### config.mk
export PLATFORM = sky130hd
export DESIGN_NAME = lcd_driver_config
export DESIGN_NICKNAME = d
export VERILOG_FILES = /design/src/lcd_cfg_pkg.sv /design/src/lcd_driver_config.sv
export SDC_FILE = /design/constraint.sdc
export NUM_CORES = 1
export LEC_CHECK = 0
export CAP_MARGIN = 25
export CORE_ASPECT_RATIO = 2
export CORE_MARGIN = 5
export CORE_UTILIZATION = 60
export CTS_BUF_LIST = sky130_fd_sc_hd__clkbuf_8
export DETAILED_ROUTE_END_ITERATION = 10
export DONT_BUFFER_PORTS = 1
export MAX_ROUTING_LAYER = met4
export PLACE_DENSITY = 0.84
export SYNTH_ARGS = -nofsm -noshare
export SYNTH_HDL_FRONTEND = slang
export SYNTH_SLANG_ARGS = --single-unit
export TNS_END_PERCENT = 50
### constraint.sdc
create_clock -name clk_i -period 5.1 [get_ports clk_i]
set_clock_uncertainty 0.1 [all_clocks]
set_input_delay 1.02 -clock clk_i [delete_from_list [all_inputs] [get_ports clk_i]]
set_output_delay 1.02 -clock clk_i [all_outputs]
set_load 0.03 [all_outputs]
### src/lcd_cfg_pkg.sv
// Purpose: Shared constants for the LCD driver configuration bank.
// Assumes: APB with 32-bit data, one aligned word per register.
// Notes:   Offsets are byte addresses; fields sit in the low bits.
package lcd_cfg_pkg;

   // Register byte offsets.
   localparam logic [7:0] CTRL_OFS   = 8'h00;
   localparam logic [7:0] CFG_OFS    = 8'h04;
   localparam logic [7:0] VOLT_OFS   = 8'h08;
   localparam logic [7:0] PTR_OFS    = 8'h0c;
   localparam logic [7:0] DATA_OFS   = 8'h10;
   localparam logic [7:0] STAT_OFS   = 8'h14;

   // Control register field positions.
   localparam int PD_BIT     = 0;
   localparam int VERT_BIT   = 1;
   localparam int DISP_LSB   = 2;
   localparam int ICON_BIT   = 4;

   // Configuration register field positions.
   localparam int MUX_LSB    = 0;
   localparam int BIAS_LSB   = 2;
   localparam int TC_LSB     = 5;
   localparam int MULT_LSB   = 8;
   localparam int HVE_BIT    = 10;
   localparam int PRS_BIT    = 11;
   localparam int PAGE_LSB   = 12;

   // Pointer register field positions.
   localparam int COL_LSB    = 0;
   localparam int BANK_LSB   = 8;

   // Pointer limits and the icon bank.
   localparam logic [6:0] COL_LAST   = 7'h7f;
   localparam logic [2:0] BANK_LAST  = 3'h4;
   localparam logic [2:0] BANK_ICON  = 3'h5;

   // Multiplex encodings and the duty each one gives.
   localparam logic [1:0] MUX_17     = 2'h0;
   localparam logic [1:0] MUX_26     = 2'h2;
   localparam logic [1:0] MUX_34     = 2'h1;
   localparam logic [5:0] DUTY_17    = 6'h11;
   localparam logic [5:0] DUTY_26    = 6'h1a;
   localparam logic [5:0] DUTY_34    = 6'h22;

   // Drive voltage in millivolts: offset per range plus step per code.
   localparam logic [13:0] VLO_MV    = 14'h0b7c;
   localparam logic [13:0] VHI_MV    = 14'h1a5e;
   localparam logic [6:0]  VSTEP_MV  = 7'h1e;

   // Multiplier factor base: field value zero gives two times.
   localparam logic [2:0] MULT_BASE  = 3'h2;
   localparam logic [2:0] BIAS_TOP   = 3'h7;

   // Reset values.
   localparam logic       PD_RST     = 1'b1;
   localparam logic [6:0] VOLT_RST   = 7'h00;

endpackage

### src/lcd_driver_config.sv
// Purpose: Configuration state and RAM write pointers of an LCD row and
//          column driver, reached by software over APB.
// Assumes: One 20 MHz clock; rst_b_i is asynchronous and active low.
// Notes:   Zero wait states; read data is captured in the setup cycle.
// Notes on behaviour
// - Power-down grounds outputs, stops oscillator, keeps reset detection.
// - In power-down the register port still takes and executes commands.
// - Power-down never clears RAM; data writes still reach the RAM.
// - Entering or leaving power-down changes no configuration field.
// - Direction flag clear: each data byte advances the column pointer.
// - Direction flag set: each data byte outside bank 5 advances the bank pointer.
// - Bank 5 icon writes behave the same in either direction.
// - Three-bit bank pointer selects banks 0 to 5; 101 is icons.
// - Column pointer covers 0 to 127 and maps straight onto columns.
// - Multiplex field: 00 gives 1:17, 10 gives 1:26, 01 gives 1:34.
// - Two display-mode bits select blank, normal or other presentation.
// - Icon-mode bit switches the display to icons only.
// - Bias factor n is seven minus the three-bit bias field.
// - Drive voltage is 2.94 V or 6.75 V plus code times 30 mV.
// - Reset sets the voltage multiplier to two times the supply.
// - Two-bit multiplier field selects the multiplier factor.
// - Reset sets power-down, horizontal mode and zeroes other fields.
// - Horizontal wrap: column 127 goes to 0 and bank advances, 4 to 0.
`timescale 1ns/1ps
`default_nettype none

module lcd_driver_config
   import lcd_cfg_pkg::*;
(
   input  wire logic        clk_i,
   input  wire logic        rst_b_i,
   input  wire logic        psel_i,
   input  wire logic        penable_i,
   input  wire logic        pwrite_i,
   input  wire logic [7:0]  paddr_i,
   input  wire logic [31:0] pwdata_i,
   output logic      [31:0] prdata_o,
   output logic             pready_o,
   output logic             pslverr_o,
   output logic             lcd_grounded_o,
   output logic             osc_enable_o,
   output logic             por_detect_enable_o,
   output logic             ram_we_o,
   output logic      [6:0]  ram_col_o,
   output logic      [2:0]  ram_bank_o,
   output logic      [7:0]  ram_data_o,
   output logic      [5:0]  mux_duty_o,
   output logic      [1:0]  display_mode_o,
   output logic             icon_only_o,
   output logic      [2:0]  bias_n_o,
   output logic      [2:0]  temp_coefficient_o,
   output logic      [2:0]  multiplier_factor_o,
   output logic             hv_enable_o,
   output logic      [13:0] drive_mv_o,
   output logic      [1:0]  cmd_page_o
);
   import lcd_cfg_pkg::*;

   logic        rst_meta_reg;
   logic        rst_n;
   logic        power_down_flag_reg, power_down_flag_next;
   logic        vertical_reg,        vertical_next;
   logic [1:0]  display_mode_reg,    display_mode_next;
   logic        icon_only_flag_reg,  icon_only_flag_next;
   logic [1:0]  mux_reg,             mux_next;
   logic [2:0]  bias_factor_field_reg, bias_factor_field_next;
   logic [2:0]  temp_coefficient_field_reg, temp_coefficient_field_next;
   logic [1:0]  mult_reg,            mult_next;
   logic        hv_generator_enable_reg, hv_generator_enable_next;
   logic        voltage_range_select_reg, voltage_range_select_next;
   logic [1:0]  page_reg,            page_next;
   logic [6:0]  drive_voltage_value_reg, drive_voltage_value_next;
   logic [6:0]  col_reg,             col_next;
   logic [2:0]  bank_pointer_reg,    bank_pointer_next;
   logic        we_reg,              we_next;
   logic [6:0]  wcol_reg,            wcol_next;
   logic [2:0]  wbank_reg,           wbank_next;
   logic [7:0]  wdata_reg,           wdata_next;
   logic [31:0] rdata_reg,           rdata_next;
   logic        err_reg,             err_next;
   logic        setup;
   logic        wr_acc;
   logic        mapped;
   logic [31:0] ctrl_word;
   logic [31:0] cfg_word;
   logic [31:0] ptr_word;
   logic [31:0] stat_word;

   // Reset is released through two flops so that removal is synchronous.
   always_ff @(posedge clk_i or negedge rst_b_i)
   begin
      if (!rst_b_i)
      begin
         rst_meta_reg <= 1'b0;
         rst_n        <= 1'b0;
      end
      else
      begin
         rst_meta_reg <= 1'b1;
         rst_n        <= rst_meta_reg;
      end
   end

   // Bus decode; the slave never inserts wait states.
   assign setup    = psel_i && !penable_i;
   assign wr_acc   = psel_i && penable_i && pwrite_i;
   assign mapped   = (paddr_i == CTRL_OFS) || (paddr_i == CFG_OFS) ||
                     (paddr_i == VOLT_OFS) || (paddr_i == PTR_OFS) ||
                     (paddr_i == DATA_OFS) || (paddr_i == STAT_OFS);
   assign pready_o  = 1'b1;
   assign pslverr_o = err_reg;
   assign prdata_o  = rdata_reg;

   // Readback words assembled from the live field registers.
   always_comb
   begin
      ctrl_word = 32'h0;
      ctrl_word[PD_BIT]              = power_down_flag_reg;
      ctrl_word[VERT_BIT]            = vertical_reg;
      ctrl_word[DISP_LSB +: 2]       = display_mode_reg;
      ctrl_word[ICON_BIT]            = icon_only_flag_reg;
      cfg_word = 32'h0;
      cfg_word[MUX_LSB +: 2]         = mux_reg;
      cfg_word[BIAS_LSB +: 3]        = bias_factor_field_reg;
      cfg_word[TC_LSB +: 3]          = temp_coefficient_field_reg;
      cfg_word[MULT_LSB +: 2]        = mult_reg;
      cfg_word[HVE_BIT]              = hv_generator_enable_reg;
      cfg_word[PRS_BIT]              = voltage_range_select_reg;
      cfg_word[PAGE_LSB +: 2]        = page_reg;
      ptr_word = 32'h0;
      ptr_word[COL_LSB +: 7]         = col_reg;
      ptr_word[BANK_LSB +: 3]        = bank_pointer_reg;
      stat_word = 32'h0;
      stat_word[0]                   = osc_enable_o;
      stat_word[1]                   = lcd_grounded_o;
      stat_word[4:2]                 = multiplier_factor_o;
      stat_word[7:5]                 = bias_n_o;
      stat_word[13:8]                = mux_duty_o;
   end

   // Next state of every field, pointer and bus answer register.
   always_comb
   begin
      power_down_flag_next        = power_down_flag_reg;
      vertical_next               = vertical_reg;
      display_mode_next           = display_mode_reg;
      icon_only_flag_next         = icon_only_flag_reg;
      mux_next                    = mux_reg;
      bias_factor_field_next      = bias_factor_field_reg;
      temp_coefficient_field_next = temp_coefficient_field_reg;
      mult_next                   = mult_reg;
      hv_generator_enable_next    = hv_generator_enable_reg;
      voltage_range_select_next   = voltage_range_select_reg;
      page_next                   = page_reg;
      drive_voltage_value_next    = drive_voltage_value_reg;
      col_next                    = col_reg;
      bank_pointer_next           = bank_pointer_reg;
      we_next                     = 1'b0;
      wcol_next                   = wcol_reg;
      wbank_next                  = wbank_reg;
      wdata_next                  = wdata_reg;
      rdata_next                  = rdata_reg;
      err_next                    = err_reg;
      // Read data and error are settled in setup so outputs come from flops.
      if (setup)
      begin
         err_next   = !mapped;
         rdata_next = 32'h0;
         case (paddr_i)
            CTRL_OFS: rdata_next = ctrl_word;
            CFG_OFS:  rdata_next = cfg_word;
            VOLT_OFS: rdata_next = {25'h0, drive_voltage_value_reg};
            PTR_OFS:  rdata_next = ptr_word;
            STAT_OFS: rdata_next = stat_word;
            default:  rdata_next = 32'h0;
         endcase
      end
      // Writes are taken whatever the power state.
      if (wr_acc)
      begin
         case (paddr_i)
            CTRL_OFS:
            begin
               power_down_flag_next = pwdata_i[PD_BIT];
               vertical_next        = pwdata_i[VERT_BIT];
               display_mode_next    = pwdata_i[DISP_LSB +: 2];
               icon_only_flag_next  = pwdata_i[ICON_BIT];
            end
            CFG_OFS:
            begin
               mux_next                    = pwdata_i[MUX_LSB +: 2];
               bias_factor_field_next      = pwdata_i[BIAS_LSB +: 3];
               temp_coefficient_field_next = pwdata_i[TC_LSB +: 3];
               mult_next                   = pwdata_i[MULT_LSB +: 2];
               hv_generator_enable_next    = pwdata_i[HVE_BIT];
               voltage_range_select_next   = pwdata_i[PRS_BIT];
               page_next                   = pwdata_i[PAGE_LSB +: 2];
            end
            VOLT_OFS: drive_voltage_value_next = pwdata_i[6:0];
            PTR_OFS:
            begin
               col_next = pwdata_i[COL_LSB +: 7];
               // Banks 6 and 7 do not exist, so such a write leaves it.
               if (pwdata_i[BANK_LSB +: 3] <= BANK_ICON)
               begin
                  bank_pointer_next = pwdata_i[BANK_LSB +: 3];
               end
            end
            DATA_OFS:
            begin
               // RAM writes go out even in power-down.
               we_next    = 1'b1;
               wcol_next  = col_reg;
               wbank_next = bank_pointer_reg;
               wdata_next = pwdata_i[7:0];
               if (bank_pointer_reg == BANK_ICON)
               begin
                  // Icon bank ignores the direction flag.
                  col_next = col_reg + 7'h1;
               end
               else if (!vertical_reg)
               begin
                  // Horizontal: column first, then bank.
                  col_next = col_reg + 7'h1;
                  if (col_reg == COL_LAST)
                  begin
                     bank_pointer_next = (bank_pointer_reg == BANK_LAST) ?
                                         3'h0 : bank_pointer_reg + 3'h1;
                  end
               end
               else
               begin
                  // Vertical: bank first, then column.
                  bank_pointer_next = bank_pointer_reg + 3'h1;
                  if (bank_pointer_reg == BANK_LAST)
                  begin
                     bank_pointer_next = 3'h0;
                     col_next          = col_reg + 7'h1;
                  end
               end
            end
            default: ;
         endcase
      end
   end

   // Field registers; reset defaults put the driver in power-down.
   always_ff @(posedge clk_i or negedge rst_n)
   begin
      if (!rst_n)
      begin
         power_down_flag_reg        <= PD_RST;
         vertical_reg               <= 1'b0;
         display_mode_reg           <= 2'h0;
         icon_only_flag_reg         <= 1'b0;
         mux_reg                    <= MUX_17;
         bias_factor_field_reg      <= 3'h0;
         temp_coefficient_field_reg <= 3'h0;
         mult_reg                   <= 2'h0;
         hv_generator_enable_reg    <= 1'b0;
         voltage_range_select_reg   <= 1'b0;
         page_reg                   <= 2'h0;
         drive_voltage_value_reg    <= VOLT_RST;
         col_reg                    <= 7'h0;
         bank_pointer_reg           <= 3'h0;
         we_reg                     <= 1'b0;
         wcol_reg                   <= 7'h0;
         wbank_reg                  <= 3'h0;
         wdata_reg                  <= 8'h0;
         rdata_reg                  <= 32'h0;
         err_reg                    <= 1'b0;
      end
      else
      begin
         power_down_flag_reg        <= power_down_flag_next;
         vertical_reg               <= vertical_next;
         display_mode_reg           <= display_mode_next;
         icon_only_flag_reg         <= icon_only_flag_next;
         mux_reg                    <= mux_next;
         bias_factor_field_reg      <= bias_factor_field_next;
         temp_coefficient_field_reg <= temp_coefficient_field_next;
         mult_reg                   <= mult_next;
         hv_generator_enable_reg    <= hv_generator_enable_next;
         voltage_range_select_reg   <= voltage_range_select_next;
         page_reg                   <= page_next;
         drive_voltage_value_reg    <= drive_voltage_value_next;
         col_reg                    <= col_next;
         bank_pointer_reg           <= bank_pointer_next;
         we_reg                     <= we_next;
         wcol_reg                   <= wcol_next;
         wbank_reg                  <= wbank_next;
         wdata_reg                  <= wdata_next;
         rdata_reg                  <= rdata_next;
         err_reg                    <= err_next;
      end
   end

   // Power-down grounds the outputs and stops the oscillator, but reset
   // detection must stay armed so a supply dip is still caught.
   // Only outputs are gated, so every field keeps its value.
   assign lcd_grounded_o      = power_down_flag_reg;
   assign osc_enable_o        = !power_down_flag_reg;
   assign por_detect_enable_o = 1'b1;
   assign ram_we_o            = we_reg;
   assign ram_col_o           = wcol_reg;
   assign ram_bank_o          = wbank_reg;
   assign ram_data_o          = wdata_reg;
   assign display_mode_o      = display_mode_reg;
   assign icon_only_o         = icon_only_flag_reg;
   assign temp_coefficient_o  = temp_coefficient_field_reg;
   assign hv_enable_o         = hv_generator_enable_reg;
   assign cmd_page_o          = page_reg;
   assign bias_n_o            = BIAS_TOP - bias_factor_field_reg;
   // Field zero is two times the supply, up to five.
   assign multiplier_factor_o = MULT_BASE + {1'b0, mult_reg};

   // Duty decode; the unused code 11 falls back to the lowest rate.
   always_comb
   begin
      case (mux_reg)
         MUX_26:  mux_duty_o = DUTY_26;
         MUX_34:  mux_duty_o = DUTY_34;
         default: mux_duty_o = DUTY_17;
      endcase
   end

   // Generator off means zero volts; the product is widened before adding.
   // Range limits are not enforced here, the host owns the 9 V ceiling.
   always_comb
   begin
      drive_mv_o = 14'h0;
      if (hv_generator_enable_reg)
      begin
         drive_mv_o = (voltage_range_select_reg ? VHI_MV : VLO_MV) +
                      (14'(drive_voltage_value_reg) * 14'(VSTEP_MV));
      end
   end

   // Checks on the behaviour above.
   property p_pd_ground;
      @(posedge clk_i) disable iff (!rst_n)
      power_down_flag_reg |-> lcd_grounded_o && !osc_enable_o &&
                              por_detect_enable_o;
   endproperty
   a_pd_ground: assert property (p_pd_ground)
      else $error("power-down did not ground outputs");

   property p_pd_cmd;
      @(posedge clk_i) disable iff (!rst_n)
      (power_down_flag_reg && wr_acc && paddr_i == VOLT_OFS) |=>
         drive_voltage_value_reg == $past(pwdata_i[6:0]);
   endproperty
   a_pd_cmd: assert property (p_pd_cmd)
      else $error("command lost during power-down");

   property p_pd_ram;
      @(posedge clk_i) disable iff (!rst_n)
      (wr_acc && paddr_i == DATA_OFS) |=>
         ram_we_o && ram_data_o == $past(pwdata_i[7:0]) &&
         ram_col_o == $past(col_reg) &&
         ram_bank_o == $past(bank_pointer_reg);
   endproperty
   a_pd_ram: assert property (p_pd_ram)
      else $error("data write did not reach RAM");

   property p_pd_keep;
      @(posedge clk_i) disable iff (!rst_n)
      (wr_acc && paddr_i == CTRL_OFS &&
       pwdata_i[PD_BIT] != power_down_flag_reg) |=>
         $stable(cfg_word) && $stable(ptr_word) &&
         $stable(drive_voltage_value_reg);
   endproperty
   a_pd_keep: assert property (p_pd_keep)
      else $error("power-down changed configuration");

   property p_horiz;
      @(posedge clk_i) disable iff (!rst_n)
      (wr_acc && paddr_i == DATA_OFS && !vertical_reg &&
       bank_pointer_reg < BANK_ICON && col_reg != COL_LAST) |=>
         col_reg == $past(col_reg) + 7'h1 && $stable(bank_pointer_reg);
   endproperty
   a_horiz: assert property (p_horiz)
      else $error("horizontal step wrong");

   property p_vert;
      @(posedge clk_i) disable iff (!rst_n)
      (wr_acc && paddr_i == DATA_OFS && vertical_reg &&
       bank_pointer_reg < BANK_LAST) |=>
         bank_pointer_reg == $past(bank_pointer_reg) + 3'h1 &&
         $stable(col_reg);
   endproperty
   a_vert: assert property (p_vert)
      else $error("vertical step wrong");

   property p_icon;
      @(posedge clk_i) disable iff (!rst_n)
      (wr_acc && paddr_i == DATA_OFS && bank_pointer_reg == BANK_ICON) |=>
         bank_pointer_reg == BANK_ICON &&
         col_reg == $past(col_reg) + 7'h1;
   endproperty
   a_icon: assert property (p_icon)
      else $error("icon write moved off bank 5");

   property p_wrap;
      @(posedge clk_i) disable iff (!rst_n)
      (wr_acc && paddr_i == DATA_OFS && !vertical_reg &&
       col_reg == COL_LAST && bank_pointer_reg == BANK_LAST) |=>
         col_reg == 7'h0 && bank_pointer_reg == 3'h0;
   endproperty
   a_wrap: assert property (p_wrap)
      else $error("last address did not wrap to zero");

   property p_mux;
      @(posedge clk_i) disable iff (!rst_n)
      (wr_acc && paddr_i == CFG_OFS && pwdata_i[1:0] == MUX_26) |=>
         mux_duty_o == DUTY_26;
   endproperty
   a_mux: assert property (p_mux)
      else $error("1:26 duty not selected");

   property p_mult_rst;
      @(posedge clk_i)
      $rose(rst_n) |-> multiplier_factor_o == 3'h2 && power_down_flag_reg &&
                       !vertical_reg && drive_mv_o == 14'h0;
   endproperty
   a_mult_rst: assert property (p_mult_rst)
      else $error("reset state wrong");

endmodule

`default_nettype wire

-- Word level (Yosys, flattened, before mapping)
Cells that the tools add are included.
- word-level logic and storage cells: 78
- input bits: 45
- register bits: 90
- equal/unequal tests: 14
- $add $sub $neg: 5
- multiply operators: 1
- $lt $le $gt $ge: 1
- muxes and demuxes: 16
- reduce and logical (&&, ||, !) cells: 19
- operators with widths (cell ; number):
    one-hot mux 14 bit (5 select lines) ; 1
    two-way mux 7 bit ; 3
    equality test 8 x 4 -> 1 bit (second input constant) ; 2
    equality test 8 x 5 -> 1 bit (second input constant) ; 2
    two-way mux 3 bit ; 5
    adder 13 x 12 -> 14 bit ; 1
    two-way mux 14 bit ; 1
    one-hot mux 7 bit (2 select lines) ; 1
    two-way mux 13 bit ; 1
    one-hot mux 6 bit (2 select lines) ; 1
    multiplier 7 x 4 -> 11 bit (second input constant) ; 1
    equality test 8 x 3 -> 1 bit (second input constant) ; 1
    zero test 8 bit ; 1
    AND reduction 2 bit ; 4
    adder 7 x 1 -> 7 bit (second input constant) ; 1
    equality test 7 bit (second input constant) ; 1
    equality test 3 bit (second input constant) ; 2
    one-hot mux 3 bit (2 select lines) ; 1
    logical OR 1 bit ; 5
    AND reduction 5 bit ; 1
    != test 4 x 2 -> 1 bit (second input constant) ; 1
    adder 2 x 2 -> 3 bit (first input constant) ; 1
    adder 3 x 1 -> 3 bit (second input constant) ; 1
    less-or-equal comparator 3 bit (second input constant) ; 1
    11 further kinds ; 16

-- Depth between registers and ports, before layout
- depth after elaboration: 7
- gate-level depth with buffers: 14

-- Least setup slack after synthesis
OpenSTA, ideal clock, no wires.
- path kind: reg2out
- start: register drive_voltage_value_reg[3]
- end: output port drive_mv_o[11]
- data required time: 3.980 ns
- arrival time: 4.050 ns
- setup slack: -0.070 ns
- cell stages (with the launch flop): 15
- path through: dfrtp_1 > inv_1 > fa_1 > fa_1 > inv_1 > ha_1 > or2_2 > and3_1 > o21a_1 > nor2_1 > xnor2_1 > ha_1 > a311o_1 > a21o_1 > a21oi_1
- longest elaborated chain between the ends: 3
- ends and longest elaborated chain (item ; RTL line ; text):
    from (decl) ; lcd_driver_config.sv:72 ; logic [6:0] drive_voltage_value_reg, drive_voltage_value_next;
    from (signal assigned) ; lcd_driver_config.sv:286 ; drive_voltage_value_reg <= drive_voltage_value_next;
    multiplier 7 x 4 -> 11 bit ; lcd_driver_config.sv:335 ; (14'(drive_voltage_value_reg) * 14'(VSTEP_MV));
    adder 13 x 12 -> 14 bit ; lcd_driver_config.sv:334 ; drive_mv_o = (voltage_range_select_reg ? VHI_MV : VLO_MV) +
    two-way mux 14 bit ; lcd_driver_config.sv:332 ; if (hv_generator_enable_reg)
    to (decl) ; lcd_driver_config.sv:54 ; output logic [13:0] drive_mv_o,
Every way passes these cells.

-- Worst setup path in the final report
- start: register drive_voltage_value_reg[1]
- end: output port drive_mv_o[10]
The elaborated chain is that of the path after synthesis.

==> flow_summary.json <==
{
  "final_util": 0.657,
  "first_iter_violations": 229,
  "grtUsageTotal": 0.251,
  "worstSetupPathType": "flop to output port",
  "reg2reg_from": "col_reg[0]",
  "cap_violations": 0,
  "io_pins": 136,
  "slowest_stage": "fa_1",
  "io_buffer_count": 0,
  "pre_cts_ws_ns": 0.0671,
  "drv_slew": 0,
  "synth-seq-cells": 72,
  "synthTopCellsByCount": "dfrtp_1 (71), o21ai_0 (43), mux2_2 (40), nand2_1 (40), inv_1 (34)",
  "clk_pin_slew_worst_paths_ns": 0.07,
  "violations": "negative setup slack",
  "nFillCells": 577,
  "core_area_sq_um": 7600,
  "wl_per_cell_um": 19.4,
  "h-tree-depth": 3,
  "finalCritPeriodShare": 1.05,
  "dieWidth_um": 72.2,
  "vias": 3538,
  "cts_tree": "done",
  "setup_tns_ns": -1.07,
  "nets": 569,
  "status": "complete, but fails checks",
  "p_leak_nw": 2.37,
  "relSlewSlack": 0.421,
  "worstSkewPairLatency_ns": 0.35,
  "setup_viol": 5,
  "slowest_delay_ns": 0.54,
  "grt_pass1_wl_mm": 18.2,
  "synthesis.area_sq_um": 4640,
  "period_minus_slack_ns": 5.37,
  "cts.hold.buffers_added": 0,
  "async_flop_share": 1.00,
  "synth_top_area_cell": "dfrtp_1",
  "wirelength_mm": 11.4,
  "synth_area_leaders": "dfrtp_1 (38%), mux2_2 (9.7%), ha_1 (6.5%)",
  "placedCellCount": 567,
  "required_ns": 3.98,
  "timing.final.ws_setup_ns": -0.273,
  "cts_buffers": 9,
  "grt.overflow.total": 0,
  "diodes": 0,
  "final_cell_area_sq_um": 5000,
  "fmax_mhz": 186,
  "crit_chain": "buf_6, fa_1, fa_1, ha_1, a211o_1, and3_4, o21a_1, nor2_1, xnor2_1, ha_1, a311oi_2, buf_4, xor2_1, nor2_1, buf_4",
  "dpl_cell_area_sq_um": 4710,
  "grt_max_degree": 71,
  "cts.sinks": 72,
  "power_density_nw_per_um2": 269,
  "power_mw": 1.35,
  "hold_path_class": "input port to async pin",
  "dpl.hpwl_mm": 8.91,
  "netlist_instances": 474,
  "num_rows": 45,
  "dieArea_sq_um": 9700,
  "crit_start": "drive_voltage_value_reg[1]",
  "largest_reg_flops": 14,
  "peakVddDrop_mv": 0.154,
  "die_y_um": 134,
  "synth.most_common_cell": "dfrtp_1",
  "routed_via_density": 6.02,
  "gp_congestion": 0.928,
  "synth_top_area_frac": 0.383,
  "synthFlopType": "dfrtp_1",
  "worst_pin_slew_ns": 0.869,
  "synth_edf_count": 0,
  "hold_viol_final": 0,
  "startpoint_type": "flop",
  "syn_area_per_cell_sq_um": 9.79,
  "crit_path_end_kind": "output port",
  "ant_nets": 0,
  "cts_root_buf": "clkbuf_8",
  "ys_types": 57,
  "final_cells": 588,
  "worst-path-max-fanout": 3,
  "ys_seq_area_frac": 0.388,
  "grt_setup_unrepaired": "true",
  "start_util": 0.611,
  "grt_pass1_vias": 3649,
  "clockBufferDepth": 2,
  "synthToLayoutAreaGrowth_pct": 7.65,
  "antenna_found_initial": 0,
  "arrival_ns": 4.25,
  "worst_hold_slack_ns": 0.252,
  "drt_pass1_iterations": 6,
  "drc": 0,
  "layout-drive-gt1-share": 0.192,
  "ys_warn_count": 0
}
layout make-up:
cell class / count / area [sq um] / area share
timing repair buffer: 23 / 184 / 0.0368
inverter: 34 / 128 / 0.0255
sequential: 72 / 1800 / 0.361
tap: 94 / 118 / 0.0235
clock inverter: 5 / 72.6 / 0.0145
multi-input combinational: 349 / 2540 / 0.508
clock buffer: 11 / 151 / 0.0303
worst max-delay path: cells and delay by family, from the launching register on:
kind | cells | cell delay [ns]
and+or+nand+nor | 3 | 0.35
xor gates and xnor gates | 2 | 0.28
adders and majority gates | 4 | 1.58
AOI/OAI and AO/OA | 3 | 0.79
DFF | 1 | 0.40
buffers and inverters | 3 | 0.51
path summary, 6_finish.rpt:
kind / slack (ns) / cells after the start / endpoint
worst max-delay path: -0.27 / 15 / drive_mv_o[10]
worst min-delay path: 0.25 / 0 / rst_n
worst max register to register: 2.88 / 7 / bank_pointer_reg[0]
worst min register to register: 0.26 / 0 / rst_n
max in group asynchronous: 3.97 / 1 / ram_bank_o[0]
min in group clk_i: 0.26 / 0 / rst_n
layout by cell type, fill, tap and decap left out, drive strengths merged, types with 2 or more instances in the layout:
| master | instances |
|---|---|
| dfrtp | 71 |
| o21ai | 46 |
| nand2 | 41 |
| mux2 | 40 |
| inv | 36 |
| nor2 | 32 |
| a21oi | 25 |
| ha | 24 |
| conb | 23 |
| buf | 23 |
| mux2i | 13 |
| fa | 11 |
| clkbuf | 11 |
| nand3 | 10 |
| nor2b | 9 |
| nor3 | 8 |
| nor3b | 7 |
| xnor2 | 6 |
| a211o | 4 |
| nand2b | 4 |
| o22ai | 4 |
| and3 | 4 |
| xor2 | 3 |
| a22oi | 3 |
| or2 | 3 |
| or4 | 3 |
| or3 | 3 |
| a311o | 2 |
| and2 | 2 |
| a31oi | 2 |
| bufinv | 2 |
| a211oi | 2 |
routing by layer:
layer	track usage	part of all wire	up-vias
met1	0.223	0.31	1724
met3	0.0525	0.067	45
met2	0.457	0.56	139
li1	-	-	1630
met5	-	0	-
met4	0.165	0.065	0
power breakdown:
part	total (mW)	internal, mW	switching, mW
combinational	0.250	0.0976	0.152
clock	0.500	0.298	0.202
sequential	0.596	0.579	0.0166
what timing repair did:
| action | 4_1_cts | 5_1_grt |
|---|---|---|
| pin swaps | 2 | 1 |
| gates resized for setup | 8 | 3 |
| setup endpoints to repair | 5 | 6 |
| gates cloned | 0 | 0 |
| setup buffers | 4 | 1 |
cell families after synthesis:
kind of cell / Yosys count / share of synthesized area
AND/OR/NAND/NOR: 129 / 0.143
AO/OA/AOI/OAI: 100 / 0.128
buffers and inverters: 74 / 0.0846
flip-flops: 72 / 0.388
multiplexers: 53 / 0.125
adder cells (fa/ha/maj): 35 / 0.112
XOR/XNOR: 9 / 0.0170
other: 2 / 0.00162
Note: power is estimated with default switching activity, not from simulation.
